## config.mk

```make
export PLATFORM = sky130hd
export DESIGN_NAME = adcc_top
export DESIGN_NICKNAME = d
export VERILOG_FILES = /design/src/hdl/adcc_pkg.sv /design/src/hdl/adcc_prescaler.sv /design/src/hdl/adcc_top.sv
export SDC_FILE = /design/constraint.sdc
export NUM_CORES = 1
export LEC_CHECK = 0
export BUFFER_PORTS_ARGS = -buffer_cell sky130_fd_sc_hd__buf_2
export CORE_ASPECT_RATIO = 1.4
export CORE_MARGIN = 5
export CORE_UTILIZATION = 52
export CTS_CLUSTER_DIAMETER = 30
export DETAILED_ROUTE_END_ITERATION = 16
export PLACE_DENSITY = 0.79
export SLEW_MARGIN = 5
export SYNTH_ARGS = -nofsm -noshare
export SYNTH_HDL_FRONTEND = slang
export SYNTH_SLANG_ARGS = --single-unit
```

## constraint.sdc

```tcl
create_clock -name pclk -period 2.6 [get_ports pclk]
set_clock_uncertainty 0.15 [all_clocks]
set_input_delay 0.52 -clock pclk [delete_from_list [all_inputs] [get_ports pclk]]
set_output_delay 0.52 -clock pclk [all_outputs]
set_load 0.05 [all_outputs]
```

## src/hdl/adcc_pkg.sv

```systemverilog
package adcc_pkg;

  // register byte addresses on apb
  localparam logic [7:0] ADCC_OFS_INPUT_SEL   = 8'h00;
  localparam logic [7:0] ADCC_OFS_CTRL_STAT   = 8'h04;
  localparam logic [7:0] ADCC_OFS_RESULT_LOW  = 8'h08;
  localparam logic [7:0] ADCC_OFS_RESULT_HIGH = 8'h0c;
  localparam logic [7:0] ADCC_OFS_TRIG_SEL    = 8'h10;

  // control and status field positions
  localparam int ADCC_BIT_ON    = 7;
  localparam int ADCC_BIT_START = 6;
  localparam int ADCC_BIT_AUTO  = 5;
  localparam int ADCC_BIT_DONE  = 4;
  localparam int ADCC_BIT_IE    = 3;

  // input select field positions
  localparam int ADCC_BIT_LEFT  = 5;

  // reset values
  localparam logic [7:0] ADCC_RST_CTRL   = 8'h00;
  localparam logic [4:0] ADCC_RST_SEL    = 5'h00;
  localparam logic [9:0] ADCC_RST_RESULT = 10'h000;

  // channel codes
  localparam logic [4:0] ADCC_SEL_SE_LAST   = 5'h07;
  localparam logic [4:0] ADCC_SEL_DIFF_LAST = 5'h1d;
  localparam logic [4:0] ADCC_SEL_BANDGAP   = 5'h1e;
  localparam logic [4:0] ADCC_SEL_GROUND    = 5'h1f;

  // conversion lengths in converter clock cycles
  localparam logic [4:0] ADCC_CYC_FIRST  = 5'h19;
  localparam logic [4:0] ADCC_CYC_NORMAL = 5'h0d;

  // trigger source code for free running
  localparam logic [2:0] ADCC_TRIG_FREE = 3'h0;

  typedef enum logic [1:0] {
    ADCC_GAIN_1X,
    ADCC_GAIN_10X,
    ADCC_GAIN_200X,
    ADCC_GAIN_NONE
  } adcc_gain_t;

  // request to the analog core
  typedef struct packed {
    logic       start;
    logic [2:0] pos_input;
    logic [2:0] neg_input;
    logic       differential;
    logic       bandgap;
    logic       ground;
    adcc_gain_t gain;
  } adcc_core_req_t;

endpackage

```

## src/hdl/adcc_prescaler.sv

```systemverilog
`timescale 1ns/10ps
module adcc_prescaler
  import adcc_pkg::*;
(
  // clock and reset
  input  wire logic       pclk,
  input  wire logic       presetn,
  // control
  input  wire logic       run,
  input  wire logic [2:0] divider_select,
  // converter clock tick
  output logic            tick
);

  logic [6:0] count_ff;
  logic [6:0] terminal;
  logic       tick_ff;

  // codes 000 and 001 both divide by two
  always_comb begin
    case (divider_select)
      3'h0, 3'h1: terminal = 7'h01;
      3'h2:       terminal = 7'h03;
      3'h3:       terminal = 7'h07;
      3'h4:       terminal = 7'h0f;
      3'h5:       terminal = 7'h1f;
      3'h6:       terminal = 7'h3f;
      default:    terminal = 7'h7f;
    endcase
  end

  // free count held at zero while off; tick once per divided period
  always_ff @(posedge pclk or negedge presetn) begin
    if (!presetn) begin
      count_ff <= 7'h00;
      tick_ff  <= 1'b0;
    end else if (!run) begin
      count_ff <= 7'h00;
      tick_ff  <= 1'b0;
    end else begin
      tick_ff  <= (count_ff >= terminal);
      count_ff <= (count_ff >= terminal) ? 7'h00 : count_ff + 7'h01;
    end
  end

  assign tick = tick_ff;

endmodule // adcc_prescaler

```

## src/hdl/adcc_top.sv

```systemverilog
`timescale 1ns/10ps
module adcc_top
  import adcc_pkg::*;
(
  // apb clock and reset
  input  wire logic        pclk,
  input  wire logic        presetn,
  // apb slave
  input  wire logic        psel,
  input  wire logic        penable,
  input  wire logic        pwrite,
  input  wire logic [7:0]  paddr,
  input  wire logic [31:0] pwdata,
  output logic [31:0]      prdata,
  output logic             pready,
  output logic             pslverr,
  // trigger and interrupt side
  input  wire logic        trigger_in,
  input  wire logic        global_irq_enable,
  input  wire logic        irq_vector_ack,
  output logic             done_irq,
  // analog core
  output adcc_core_req_t   core_req,
  input  wire logic        core_done,
  input  wire logic [9:0]  core_result
);

  // registers
  logic [4:0]      channel_gain_select_ff;
  logic [4:0]      active_select_ff;
  logic            left_align_select_ff;
  logic            converter_on_ff;
  logic            auto_trigger_on_ff;
  logic            conversion_done_flag_ff;
  logic            done_irq_enable_ff;
  logic [2:0]      clock_divider_select_ff;
  logic [2:0]      trigger_source_select_ff;
  logic            busy_ff;
  logic            first_pending_ff;
  logic [4:0]      cycle_count_ff;
  logic [4:0]      cycle_target_ff;
  logic            start_req_ff;
  logic [9:0]      conversion_result_ff;
  logic            lock_ff;
  logic            trig_meta_ff;
  logic            trig_sync_ff;
  logic            trig_prev_ff;
  logic            source_level_prev_ff;
  logic [31:0]     prdata_ff;
  logic            pready_ff;
  logic            done_irq_ff;
  adcc_core_req_t  core_req_ff;
  adcc_core_req_t  nxt_core_req;

  // decode
  logic            wr_en;
  logic            rd_en;
  logic            wr_ctrl;
  logic            wr_sel;
  logic            wr_trig;
  logic            rd_low;
  logic            rd_high;
  logic            mapped;
  logic            sw_start;
  logic            trig_level;
  logic            trig_edge;
  logic            launch;
  logic            tick;
  logic            finish;
  logic            abort;
  logic [9:0]      nxt_stored;
  logic [7:0]      result_low;
  logic [7:0]      result_high;
  logic [7:0]      ctrl_read;
  logic            is_diff;

  // apb access phase; one wait state, the registered answer comes in the second access cycle
  assign wr_en   = psel && penable && pwrite && !pready_ff;
  assign rd_en   = psel && penable && !pwrite && !pready_ff;
  assign wr_ctrl = wr_en && (paddr == ADCC_OFS_CTRL_STAT);
  assign wr_sel  = wr_en && (paddr == ADCC_OFS_INPUT_SEL);
  assign wr_trig = wr_en && (paddr == ADCC_OFS_TRIG_SEL);
  assign rd_low  = rd_en && (paddr == ADCC_OFS_RESULT_LOW);
  assign rd_high = rd_en && (paddr == ADCC_OFS_RESULT_HIGH);
  assign mapped  = (paddr == ADCC_OFS_INPUT_SEL) || (paddr == ADCC_OFS_CTRL_STAT) ||
                   (paddr == ADCC_OFS_RESULT_LOW) || (paddr == ADCC_OFS_RESULT_HIGH) ||
                   (paddr == ADCC_OFS_TRIG_SEL);

  // start bit writes of zero are ignored
  assign sw_start = wr_ctrl && pwdata[ADCC_BIT_START];

  // trigger input crosses from outside: two flops before any use
  always_ff @(posedge pclk or negedge presetn) begin
    if (!presetn) begin
      trig_meta_ff <= 1'b0;
      trig_sync_ff <= 1'b0;
      trig_prev_ff <= 1'b0;
    end else begin
      trig_meta_ff <= trigger_in;
      trig_sync_ff <= trig_meta_ff;
      trig_prev_ff <= trig_sync_ff;
    end
  end

  // free running uses the done flag as its trigger, so a done edge re-launches;
  // the previous level is forced high on a switch to free running so it makes no edge
  assign trig_level = (trigger_source_select_ff == ADCC_TRIG_FREE) ? conversion_done_flag_ff
                                                                   : trig_sync_ff;
  assign trig_edge  = auto_trigger_on_ff && trig_level && !source_level_prev_ff;

  always_ff @(posedge pclk or negedge presetn) begin
    if (!presetn) begin
      source_level_prev_ff <= 1'b0;
    end else if (wr_trig && (pwdata[7:5] == ADCC_TRIG_FREE)) begin
      source_level_prev_ff <= 1'b1;
    end else begin
      source_level_prev_ff <= trig_level;
    end
  end

  // a trigger edge while busy is dropped; the running conversion continues
  assign launch = converter_on_ff && !busy_ff && (start_req_ff || trig_edge);
  assign abort  = wr_ctrl && !pwdata[ADCC_BIT_ON];

  // start request from software held until the converter is free
  always_ff @(posedge pclk or negedge presetn) begin
    if (!presetn) begin
      start_req_ff <= 1'b0;
    end else if (abort) begin
      start_req_ff <= 1'b0;
    end else if (sw_start) begin
      start_req_ff <= 1'b1;
    end else if (launch) begin
      start_req_ff <= 1'b0;
    end
  end

  adcc_prescaler u_prescaler (
    .pclk           (pclk),
    .presetn        (presetn),
    .run            (busy_ff),
    .divider_select (clock_divider_select_ff),
    .tick           (tick)
  );

  // conversion ends when the core reports done after the full cycle count
  assign finish = busy_ff && core_done && (cycle_count_ff >= cycle_target_ff);

  // conversion sequencer
  always_ff @(posedge pclk or negedge presetn) begin
    if (!presetn) begin
      busy_ff          <= 1'b0;
      first_pending_ff <= 1'b1;
      cycle_count_ff   <= 5'h00;
      cycle_target_ff  <= ADCC_CYC_NORMAL;
    end else if (abort) begin
      busy_ff          <= 1'b0;
      first_pending_ff <= 1'b1;
      cycle_count_ff   <= 5'h00;
    end else if (launch) begin
      busy_ff          <= 1'b1;
      first_pending_ff <= 1'b0;
      cycle_count_ff   <= 5'h00;
      cycle_target_ff  <= first_pending_ff ? ADCC_CYC_FIRST : ADCC_CYC_NORMAL;
    end else if (finish) begin
      busy_ff <= 1'b0;
    end else if (busy_ff && tick && (cycle_count_ff < cycle_target_ff)) begin
      cycle_count_ff <= cycle_count_ff + 5'h01;
    end
  end

  // selection is latched at completion or between conversions; an immediate relaunch would otherwise miss it
  always_ff @(posedge pclk or negedge presetn) begin
    if (!presetn) begin
      active_select_ff <= ADCC_RST_SEL;
    end else if (finish || (!busy_ff && !launch)) begin
      active_select_ff <= channel_gain_select_ff;
    end
  end

  // channel table: decode one code into core controls
  always_comb begin
    nxt_core_req              = '0;
    nxt_core_req.start        = launch;
    nxt_core_req.gain         = ADCC_GAIN_NONE;
    if (active_select_ff <= ADCC_SEL_SE_LAST) begin
      nxt_core_req.pos_input  = active_select_ff[2:0];
    end else if (active_select_ff == ADCC_SEL_BANDGAP) begin
      nxt_core_req.bandgap    = 1'b1;
    end else if (active_select_ff == ADCC_SEL_GROUND) begin
      nxt_core_req.ground     = 1'b1;
    end else begin
      nxt_core_req.differential = 1'b1;
      if (!active_select_ff[4]) begin
        nxt_core_req.pos_input = {2'b00, active_select_ff[0]} | {1'b0, active_select_ff[2], 1'b0};
        nxt_core_req.neg_input = {1'b0, active_select_ff[2], 1'b0};
        nxt_core_req.gain      = active_select_ff[1] ? ADCC_GAIN_200X : ADCC_GAIN_10X;
      end else begin
        nxt_core_req.pos_input = active_select_ff[2:0];
        nxt_core_req.neg_input = active_select_ff[3] ? 3'h2 : 3'h1;
        nxt_core_req.gain      = ADCC_GAIN_1X;
      end
    end
  end

  always_ff @(posedge pclk or negedge presetn) begin
    if (!presetn) begin
      core_req_ff <= '0;
    end else begin
      core_req_ff <= nxt_core_req;
    end
  end

  assign is_diff = (active_select_ff > ADCC_SEL_SE_LAST) && (active_select_ff <= ADCC_SEL_DIFF_LAST);

  // core delivers a signed code for differential pairs; kept as is
  assign nxt_stored = core_result;

  // result register with low-then-high read lock; a low read in the finishing cycle locks already
  always_ff @(posedge pclk or negedge presetn) begin
    if (!presetn) begin
      conversion_result_ff <= ADCC_RST_RESULT;
    end else if (finish && !lock_ff && !rd_low) begin
      conversion_result_ff <= nxt_stored;
    end
  end

  // a high read unlocks; a low read in the same cycle cannot happen on apb
  always_ff @(posedge pclk or negedge presetn) begin
    if (!presetn) begin
      lock_ff <= 1'b0;
    end else if (rd_high) begin
      lock_ff <= 1'b0;
    end else if (rd_low) begin
      lock_ff <= 1'b1;
    end
  end

  // alignment is applied at read time so a change shows at once
  assign result_low  = left_align_select_ff ? {conversion_result_ff[1:0], 6'h00}
                                            : conversion_result_ff[7:0];
  assign result_high = left_align_select_ff ? conversion_result_ff[9:2]
                                            : {6'h00, conversion_result_ff[9:8]};

  // control and configuration fields
  always_ff @(posedge pclk or negedge presetn) begin
    if (!presetn) begin
      converter_on_ff          <= ADCC_RST_CTRL[ADCC_BIT_ON];
      auto_trigger_on_ff       <= ADCC_RST_CTRL[ADCC_BIT_AUTO];
      done_irq_enable_ff       <= ADCC_RST_CTRL[ADCC_BIT_IE];
      clock_divider_select_ff  <= ADCC_RST_CTRL[2:0];
      channel_gain_select_ff   <= ADCC_RST_SEL;
      left_align_select_ff     <= 1'b0;
      trigger_source_select_ff <= ADCC_TRIG_FREE;
    end else begin
      if (wr_ctrl) begin
        converter_on_ff         <= pwdata[ADCC_BIT_ON];
        auto_trigger_on_ff      <= pwdata[ADCC_BIT_AUTO];
        done_irq_enable_ff      <= pwdata[ADCC_BIT_IE];
        clock_divider_select_ff <= pwdata[2:0];
      end
      if (wr_sel) begin
        channel_gain_select_ff <= pwdata[4:0];
        left_align_select_ff   <= pwdata[ADCC_BIT_LEFT];
      end
      if (wr_trig) begin
        trigger_source_select_ff <= pwdata[7:5];
      end
    end
  end

  // done flag: a completion in the clearing cycle wins over the clear
  always_ff @(posedge pclk or negedge presetn) begin
    if (!presetn) begin
      conversion_done_flag_ff <= 1'b0;
    end else if (finish) begin
      conversion_done_flag_ff <= 1'b1;
    end else if (irq_vector_ack || (wr_ctrl && pwdata[ADCC_BIT_DONE])) begin
      conversion_done_flag_ff <= 1'b0;
    end
  end

  always_ff @(posedge pclk or negedge presetn) begin
    if (!presetn) begin
      done_irq_ff <= 1'b0;
    end else begin
      done_irq_ff <= conversion_done_flag_ff && done_irq_enable_ff && global_irq_enable;
    end
  end

  // start reads one while busy or a launch is still pending
  assign ctrl_read = {converter_on_ff, busy_ff | start_req_ff, auto_trigger_on_ff,
                      conversion_done_flag_ff, done_irq_enable_ff, clock_divider_select_ff};

  // apb read data and ready, registered
  always_ff @(posedge pclk or negedge presetn) begin
    if (!presetn) begin
      prdata_ff <= 32'h0000_0000;
      pready_ff <= 1'b0;
    end else begin
      pready_ff <= psel && penable && !pready_ff;
      prdata_ff <= 32'h0000_0000;
      if (rd_en) begin
        case (paddr)
          ADCC_OFS_INPUT_SEL:   prdata_ff <= {26'h0, left_align_select_ff, channel_gain_select_ff};
          ADCC_OFS_CTRL_STAT:   prdata_ff <= {24'h0, ctrl_read};
          ADCC_OFS_RESULT_LOW:  prdata_ff <= {24'h0, result_low};
          ADCC_OFS_RESULT_HIGH: prdata_ff <= {24'h0, result_high};
          ADCC_OFS_TRIG_SEL:    prdata_ff <= {24'h0, trigger_source_select_ff, 5'h00};
          default:              prdata_ff <= 32'h0000_0000;
        endcase
      end
    end
  end

  // slave error raised together with ready for an unmapped address
  logic pslverr_ff;
  always_ff @(posedge pclk or negedge presetn) begin
    if (!presetn) begin
      pslverr_ff <= 1'b0;
    end else begin
      pslverr_ff <= psel && penable && !pready_ff && !mapped;
    end
  end

  assign prdata   = prdata_ff;
  assign pready   = pready_ff;
  assign pslverr  = pslverr_ff;
  assign done_irq = done_irq_ff;
  assign core_req = core_req_ff;

endmodule // adcc_top

```

== Word level (Yosys, flattened, before mapping) ==
Cells that the tools add are included.

* Add/sub/neg operators: 2
* Magnitude comparators: 4
* Bitwise logic cells: 3
* Equal/unequal tests: 13
* Reduce and logical (&&, ||, !) cells: 58
* Mux-type cells: 38

{| class="wikitable"
|+ Operators by type and width
! operator !! number
|-
| $pmux 7 s6 || 1
|-
| $pmux 8 s5 || 1
|-
| $mux 8 || 4
|-
| $logic_and 1x1->1 || 29
|-
| $mux 7 || 4
|-
| $mux 5 || 5
|-
| $eq 8x4->1 const B || 2
|-
| $mux 1 || 16
|-
| $eq 5x5->1 const B || 2
|-
| $eq 3x3->1 const B || 3
|-
| $logic_not 1->1 || 9
|-
| $logic_not 3->1 || 3
|-
| $reduce_bool 3->1 || 3
|-
| $eq 8x3->1 const B || 1
|-
| $eq 8x5->1 const B || 1
|-
| $logic_not 8->1 || 1
|-
| $mux 2 || 4
|-
| $add 7x1->7 const B || 1
|-
| $ge 7x7->1 || 1
|-
| $logic_or 1x1->1 || 7
|-
| $eq 3x2->1 const B || 2
|-
| $mux 3 || 2
|-
| $mux 6 || 1
|-
| $reduce_bool 2->1 || 3
|-
| 11 further kinds || 12
|}

* Word-level logic and storage cells: 150
* Input port bits: 59
* Flip-flop bits (word level): 103
* Output and inout port bits: 47

== Longest topological paths before layout ==
Gate-level depths: netlist (run 1).

* Depth in word-level cells: 9
* Depth in mapped cells: 7
* Depth with buffers taken out: 7

== By module ==
From an unflattened synthesis (run 1), not the netlist that was laid out.

* Cells, all modules: 347
* Area, all modules: 3786.1 um^2

{| class="wikitable"
|+ Modules (own cells, without submodules)
! module !! sequential area each (um^2) !! times used !! area each (um^2) !! cells an instance
|-
| adcc_top || 1679.1 || 1 || 3293.2 || 297
|-
| adcc_prescaler || 200.2 || 1 || 493.0 || 50
|}

== Worst setup path after synthesis (run 1) ==
OpenSTA, ideal clock, no wires.

* Path type: register to register
* Start: register cycle_target_ff[2]
* End: register conversion_result_ff[0]
* Stages on the path, launching flop included: 8
* Buffers on the path: 0
* Data arrival time: 1.978 ns
* Setup time: 0.125 ns
* Required time: 2.325 ns
* Period minus slack after synthesis: 2.253 ns
* Setup slack: 0.347 ns
* Cell sequence: dfstp_2 inv_1 ha_1 o31a_1 nor3_1 nor3_1 o311ai_4 mux2_2

* Word-level cells in the longest chain between the ends: 4

{| class="wikitable"
|+ Ends and longest elaborated chain
! element !! line !! source
|-
| start, declared || adcc_top.sv:41 || <nowiki>logic [4:0] cycle_target_ff;</nowiki>
|-
| start signal, assigned || adcc_top.sv:164 || <nowiki>cycle_target_ff <= first_pending_ff ? ADCC_CYC_FIRST : ADCC_CYC_NORMAL;</nowiki>
|-
| $ge 5x5->1 || adcc_top.sv:147 || <nowiki>assign finish = busy_ff && core_done && (cycle_count_ff >= cycle_target_ff);</nowiki>
|-
| $logic_and 1x1->1 || adcc_top.sv:147 ||
|-
| $logic_and 1x1->1 (2 in a row) || adcc_top.sv:223 || <nowiki>end else if (finish && !lock_ff && !rd_low) begin</nowiki>
|-
| end signal, assigned || adcc_top.sv:224 || <nowiki>conversion_result_ff <= nxt_stored;</nowiki>
|-
| end, declared || adcc_top.sv:43 || <nowiki>logic [9:0] conversion_result_ff;</nowiki>
|}

No other way between the ends.
A chain may end at the register's enable or synchronous reset.

== Worst setup path after layout (run 1) ==
* Start: register cycle_target_ff[2]
* End: register active_select_ff[1]

* Word-level cells in the longest chain between the ends: 3

{| class="wikitable"
|+ Ends and longest elaborated chain
! element !! line !! source
|-
| $ge 5x5->1 || adcc_top.sv:147 ||
|-
| $logic_and 1x1->1 || adcc_top.sv:147 ||
|-
| $logic_or 1x1->1 || adcc_top.sv:176 || <nowiki>end else if (finish || (!busy_ff && !launch)) begin</nowiki>
|-
| end signal, assigned || adcc_top.sv:177 || <nowiki>active_select_ff <= channel_gain_select_ff;</nowiki>
|-
| end, declared || adcc_top.sv:30 || <nowiki>logic [4:0] active_select_ff;</nowiki>
|}

No other way between the ends.

==> results by group, run 1 <==
Timing
  • Fmax: ~420 MHz
  • Relative slew slack: 61.74%
  • Post-Route Setup TNS: 0 ns
  • Final hold violation count: 0
  • Final critical-path share of the clock period: 90.60%
  • Slew Viols, Final: 0
  • RSZ-0062 raised after global routing: no
  • Crit path time final: 2.356 ns
  • Final setup vio count: 0
  • Slew @ Worst Pin: 0.5726 ns

Layout
  • Filler cells: 555
  • Layout Nets: 477
  • Share of cells above drive strength 1: 30.58%
  • Final cell count without fillers: 507
  • Area Growth Syn to Fin: 15.30%
  • Commonest non-fill, non-tap cell in the layout: dfrtp_1
  • Antenna cells: 0
  • Most frequent cells in the layout: dfrtp_1 (73), buf_2 (56), nor2_1 (39)

Hold path
  • HP Class: in2async

GRT
  • Total GRT Usage: 17.74%
  • Largest net degree at the start of global routing: 76
  • Initial antenna violation count: 0
  • First-pass GRT wire length: 11.98 mm
  • Vias in the first global route: 2,600
  • Gr ovfl total: 0

Pwr
  • Internal power: 0.001755 W
  • Switching Fraction: 25.40%
  • Clock network power share: 39.8%
  • Power share of the combinational group: 9.7%
  • Lkg Pwr: 2.170 nW
  • Worst vdd ir: 0.5266 mV
  • P_sw: 0.0005975 W
  • Seq pwr share: approximately half
  • Overall Power: around 0.0024 W
  • PD cells: 548.4 nW/um2

Synth
  • Synth warn: 0
  • Synth unique cells: 49
  • Cell Area, Synth: 3720 um2
  • Ys flop type: dfrtp_1
  • Mean post-synth cell area: 10.94 um2
  • Fraction of registers with async set/reset: 100.0%
  • Post-synth EDFFs: 0
  • Synthesized instance count: 340
  • Sequential area share after synthesis: 50.52%
  • Flops & latches, synth: 75

Worst setup path
  • Worst R2R Path Depth: 8
  • Critical Path RT: 2.69 ns
  • Crit. End Element: flop
  • Critical path fanouts, max: 6
  • Crit path launch type: flop
  • WS Path Type: reg2reg
  • Data arrival, critical path: 2.44 ns

Detailed routing
  • # DRC: 0
  • Iteration-0 DRC Markers: about 150
  • Routed wire length: 7.492 mm
  • Post-route ant nets: 0
  • Via count: roughly 2.6k
  • DRT Pass-1 Iters: 4
  • Via density: around 5.2
  • Routed WL per cell: between 10 and 15 um

CTS
  • CTS buffer count: 9
  • Clock Sinks: 75
  • CTS tree: done
  • Htree depth: 3
  • Worst skew pair latency: 0.35 ns
  • Postcts setup bufs: 0
  • CTS max path bufs: 2
  • Clock Pin Slew Worst Setup and Hold Paths: 0.08 ns
  • Clk root buf: clkbuf_8

Placed design
  • GP Congestion: 0.8270
  • Port Buf Inserts: between 50 and 60
  • DPL Wire Length: 5.568 mm
  • # placed instances: 491

Floorplanning
  • Initial Util: 53.28%
  • Core footprint: 6982 um2
  • Die area: 8969 um2
  • Top-Level Pins: 106
  • Row count: 36
  • Die W: 81.48 um
  • Die Ht: 110.1 um

Status
  • Run status: complete, no violations

Job
  • # Max-Cap Violations: 0
-- layer usage --
layer	share of wire, %	GRT usage, %	vias to the layer above
li1	-	-	1283
met1	40	20.35	1283
met2	54	31.47	71
met3	5.4	4.228	6
met4	1.2	6.884	0
met5	0	0	-
-- synthesized netlist by cell type (2+ instances only) --
cell / number / area, um2
o22ai_1: 5 / 31.28
a32oi_1: 4 / 35.03
o22a_2: 2 / 20.02
nor2b_1: 3 / 18.77
mux2_2: 31 / 349.1
nand3b_1: 3 / 22.52
clkbuf_1: 6 / 22.52
xnor2_1: 4 / 35.03
buf_2: 2 / 10.01
a21oi_1: 9 / 45.04
nand3_1: 6 / 30.03
nor3_1: 5 / 25.02
nor2_1: 39 / 146.4
o21a_1: 2 / 15.01
a31oi_1: 6 / 37.54
o211ai_1: 4 / 30.03
ha_1: 11 / 137.6
mux2i_1: 9 / 90.09
dfstp_2: 2 / 52.55
dfrtp_1: 73 / 1827
a21o_1: 4 / 30.03
inv_1: 14 / 52.55
and3_1: 6 / 37.54
buf_4: 25 / 187.7
nand4_1: 4 / 25.02
xor2_1: 5 / 43.79
and2_1: 3 / 18.77
nand2_1: 19 / 71.32
or3_4: 2 / 22.52
o21ai_0: 13 / 65.06
-- repair_timing --
| item | in CTS | in global routing |
|---|---|---|
| gates resized for setup | 0 | 1 |
| hold buffers | 0 | 0 |
| endpoints found under the setup margin | 0 | 5 |
| hold endpoints to repair | 0 | 0 |
-- logic make-up (layout without fill, tap and decap cells) --
| logic type | count (synthesis) | count (layout) | share of synthesized area (%) |
|---|---|---|---|
| adders and majority gates | 11 | 11 | 3.700 |
| muxes | 40 | 40 | 11.81 |
| AOI/OAI and AO/OA | 61 | 61 | 11.60 |
| and+or+nand+nor | 96 | 96 | 12.82 |
| xor gates and xnor gates | 9 | 9 | 2.119 |
| other | 1 | 25 | 0.1008 |
| buffers and inverters | 47 | 95 | 7.333 |
| DFF | 75 | 75 | 50.52 |
-- power by group through the flow --
stage | registers, W | clock network (W) | logic [W]
after CTS | 0.00119 | 0.000959 | 0.000228
final | 0.00119 | 0.000935 | 0.000227
after floorplan | 0.00122 | 0 | 0.000163
after global routing | 0.00119 | 0.00101 | 0.000246
after global placement | 0.00121 | 0 | 0.000223
after detailed placement | 0.00121 | 0 | 0.000228
-- per-stage QoR --
stage | worst slack (ns) | utilization (%) | hold slack (ns) | cell area [um2]
after global placement | 0.06967 | 58.28 | 0.2015 | 4069
final | 0.2444 | 61.43 | 0.02621 | 4289
after global routing | 0.08980 | 61.43 | 0.07067 | 4289
after floorplan | 0.3473 | - | 0.07441 | 3810
after detailed placement | 0.05703 | 58.28 | 0.2144 | 4069
after CTS | 0.1098 | 61.33 | 0.04225 | 4282
-- flip-flops by register name (all words and copies together), names as in the netlist, 2 cells and up --
| signal | flops |
|---|---|
| u_prescaler.count_ff | 7 |
| active_select_ff | 5 |
| channel_gain_select_ff | 5 |
| cycle_target_ff | 2 |
| cycle_count_ff | 5 |
| clock_divider_select_ff | 3 |
| prdata | 8 |
| core_req | 11 |
| conversion_result_ff | 10 |
| trigger_source_select_ff | 3 |
-- worst max-delay path, cell delays in order (launching register included) --
cell and delay [ns]:
dfstp_2 0.52, inv_1 0.05, ha_1 0.28, o31a_1 0.11, nor3_1 0.14, nor3_1 0.08
buf_4 0.16, a211oi_4 0.37, mux2_2 0.38
-- area by class of cell --
| class | count | area (um2) | area share, % |
|---|---|---|---|
| Clock inverter | 4 | 47.55 | 1.109 |
| Clock buffer | 12 | 165.2 | 3.851 |
| Timing Repair Buffer | 65 | 360.3 | 8.401 |
| Sequential cell | 75 | 1879 | 43.82 |
| Multi-Input combinational cell | 242 | 1665 | 38.83 |
| Inverter | 14 | 52.55 | 1.225 |
| Tap cell | 95 | 118.9 | 2.771 |
-- path summary, 6_finish.rpt --
check / from / endpoint / slack, ns
setup / recovery: cycle_target_ff[2]$_DFFE_PN1P_ / active_select_ff[1]$_DFFE_PN0P_ / 0.24
setup reg to reg: cycle_target_ff[2]$_DFFE_PN1P_ / active_select_ff[1]$_DFFE_PN0P_ / 0.24
hold reg to reg: trig_meta_ff$_DFF_PN0_ / trig_sync_ff$_DFF_PN0_ / 0.23
max in group asynchronous: presetn / cycle_target_ff[2]$_DFFE_PN1P_ / 1.92
min in group pclk: trigger_in / trig_meta_ff$_DFF_PN0_ / 0.12
hold / removal: presetn / prdata[4]$_DFF_PN0_ / 0.03
Power figures use the tool's default switching activity.
==> inputs of run 2 (changes only) <==
RECOVER_POWER = 50   (was unset)
==> run 2 against run 1 <==
Net effect: the run now ends with capacitance limit, slew limit left; cell area fell by 0.35%; via count is 0.68% higher; combinational power is essentially flat; wire length increased by 0.40%; power barely moved; sequential share of layout area increased by 0.15 points; maximum frequency about the same; clock-buffer cell count unchanged; global-route usage is the same.
==> results by group, run 2 (same netlist as run 1, synthesis figures left out) <==
Pwr
  • P_sw: 0.0005978 W (about the same)
  • Internal power: 0.001752 W (-0.15%)
  • Worst vdd ir: 0.5229 mV (-0.70%)
  • Seq pwr share: 50.6% (about the same)
  • Switching Fraction: 25.44% (+0.039 points)
  • Lkg Pwr: 2.163 nW (-0.29%)
  • Power share of the combinational group: 9.5% (-0.2 points)
  • PD cells: 549.8 nW/um2 (+0.26%)
  • Clock network power share: 39.8% (about the same)

CTS
  • Clock Sinks: 75 (unchanged)
  • Worst skew pair latency: 0.35 ns (about the same)
  • CTS tree: done
  • Postcts setup bufs: 0 (unchanged)
  • Hold buffers post-CTS: 0 (unchanged)
  • CTS buffer count: 9 (unchanged)
  • Clock Pin Slew Worst Setup and Hold Paths: 0.07 ns (about the same)
  • Htree depth: 3 (unchanged)
  • Clk root buf: clkbuf_8
  • CTS max path bufs: 2 (unchanged)

Timing
  • Slew @ Worst Pin: 1.804 ns (+1.231 ns)
  • Fmax: 424.5 MHz (about the same)
  • Post-Route Setup TNS: 0 ns (unchanged)
  • Final setup vio count: 0 (unchanged)
  • Final hold violation count: 0 (unchanged)
  • Final WS setup: 0.2443 ns (-0.00004600 ns)
  • Final critical-path share of the clock period: 90.60% (about the same)
  • Hold slack: 0.1225 ns (+0.09629 ns)
  • Slew Viols, Final: 76 (+76)
  • Crit path time final: 2.356 ns (+0.00004600 ns)
  • RSZ-0062 raised after global routing: no
  • Relative slew slack: -20.24% (-82 points)

Placed design
  • GP Congestion: 0.8270 (unchanged)
  • Port Buf Inserts: 56 (unchanged)
  • DPL Wire Length: 5.568 mm (unchanged)
  • Area after DPL: 4069 um2 (unchanged)
  • Worst slack, placed: 0.05703 ns (unchanged)

GRT
  • Largest net degree at the start of global routing: 76 (unchanged)
  • Vias in the first global route: 2,600 (unchanged)
  • Total GRT Usage: 17.74% (unchanged)
  • Initial antenna violation count: 0 (unchanged)
  • First-pass GRT wire length: 11.98 mm (unchanged)
  • Gr ovfl total: 0 (unchanged)

Detailed routing
  • Routed WL per cell: 14.84 um (+0.40%)
  • Iteration-0 DRC Markers: 176 (+15%)
  • Post-route ant nets: 0 (unchanged)
  • Via density: 5.249 (+0.68%)
  • DRT Pass-1 Iters: 4 (unchanged)
  • # DRC: 0 (unchanged)
  • Via count: 2,661 (+0.68%)
  • Routed wire length: 7.522 mm (+0.40%)

Worst setup path
  • Critical R2R Launch: cycle_target_ff[2]$_DFFE_PN1P_
  • Data arrival, critical path: 2.44 ns (about the same)
  • R2R Path End: active_select_ff[1]$_DFFE_PN0P_
  • Critical Path RT: 2.68 ns (about the same)
  • R2R Setup Slk: 0.24 ns (about the same)
  • Worst R2R Path Depth: 8 (unchanged)
  • Crit. End Element: flop
  • Critical path fanouts, max: 6 (unchanged)
  • Crit path launch type: flop
  • WS Path Type: reg2reg

Floorplanning
  • Row count: 36 (unchanged)
  • Die Ht: 110.1 um (unchanged)
  • Die W: 81.48 um (unchanged)
  • Top-Level Pins: 106 (unchanged)
  • Initial Util: 53.28% (unchanged)
  • Die area: 8969 um2 (unchanged)
  • Core footprint: 6982 um2 (unchanged)

Job
  • # Max-Cap Violations: 1 (+1)

Layout
  • Layout Nets: 477 (unchanged)
  • Antenna cells: 0 (unchanged)
  • Filler cells: 556 (+0.18%)
  • Combined area of the multi-input logic cells: 1665 um2 (unchanged)
  • Final instance area: 4274 um2 (-0.35%)
  • Register area: 1879 um2 (unchanged)
  • Final core utilization: 61.22% (-0.22 points)
  • Area Growth Syn to Fin: 14.90%
  • Share of cells above drive strength 1: 30.58% (unchanged)
  • Max reg flops: 11 (unchanged)
  • Most frequent cells in the layout: dfrtp_1 (73), buf_2 (56), nor2_1 (39)
  • Commonest non-fill, non-tap cell in the layout: dfrtp_1

Hold path
  • Hold Path Origin: trigger_in
  • Hold path depth: 1
  • HP Class: in2reg
  • Hold path endpoint: trig_meta_ff$_DFF_PN0_

Status
  • Failing checks: capacitance limit, slew limit
  • Run status: finished with violations
==> run 2: cell count changes in the layout (fill, tap and decap cells not counted) <==
| cell | change |
|---|---|
| and2_1 | -1 |
| buf_12 | -1 |
| clkbuf_2 | +1 |
| and2_0 | +1 |
==> run 2: final cells by class <==
type	instances	share of cell area, %
clock buffer	12	3.864
tap	95	2.781
inverter	14	1.230
timing repair buffer	65	8.080
sequential	75	43.97
multi-input combinational	242	38.96
clock inverter	4	1.112
==> run 2: worst max path at each step <==
stage	from	to	slack, ns
4_1_cts	cycle_target_ff[2]$_DFFE_PN1P_	active_select_ff[1]$_DFFE_PN0P_	0.11
3_5_place_dp	paddr[5]	conversion_result_ff[7]$_DFFE_PN0P_	0.06
2_1_floorplan	cycle_target_ff[2]$_DFFE_PN1P_	conversion_result_ff[0]$_DFFE_PN0P_	0.35
5_1_grt	cycle_target_ff[2]$_DFFE_PN1P_	active_select_ff[0]$_DFFE_PN0P_	0.09
3_3_place_gp	paddr[5]	conversion_result_ff[1]$_DFFE_PN0P_	0.07
6_report	cycle_target_ff[2]$_DFFE_PN1P_	active_select_ff[1]$_DFFE_PN0P_	0.24
==> run 2: per-stage QoR <==
stage	power [W]	instances
2_1_floorplan	0.001387	364
3_3_place_gp	0.001435	491
3_5_place_dp	0.001440	491
4_1_cts	0.002376	507
5_1_grt	0.002443	507
6_report	0.002350	507
==> run 2: critical path, stage by stage, from the launching register on <==
cell and delay, ns:
dfstp_2 0.52, inv_1 0.05, ha_1 0.28, o31a_1 0.11, nor3_1 0.14, nor3_1 0.08
buf_4 0.16, a211oi_4 0.37, mux2_2 0.38
==> run 2: power groups by stage <==
stage	Clock, W	Sequential, W	Combinational, W
6_report	0.000936	0.00119	0.000224
5_1_grt	0.00101	0.00119	0.000243
4_1_cts	0.000959	0.00119	0.000228
3_5_place_dp	0	0.00121	0.000228
3_3_place_gp	0	0.00121	0.000223
2_1_floorplan	0	0.00122	0.000163
==> run 2: repair_timing <==
action                     CTS  global route
setup endpoints to repair    0             5
hold endpoints to repair     0             0
resized for setup            0             1
==> run 2: metal layers <==
| layer | vias up | global-route usage, % | wire (um) |
|---|---|---|---|
| met3 | 9 | 4.228 | 414 |
| met1 | 1296 | 20.35 | 2988 |
| met4 | 0 | 6.884 | 110 |
| li1 | 1280 | - | - |
| met2 | 76 | 31.47 | 4010 |
| met5 | - | 0 | 0 |
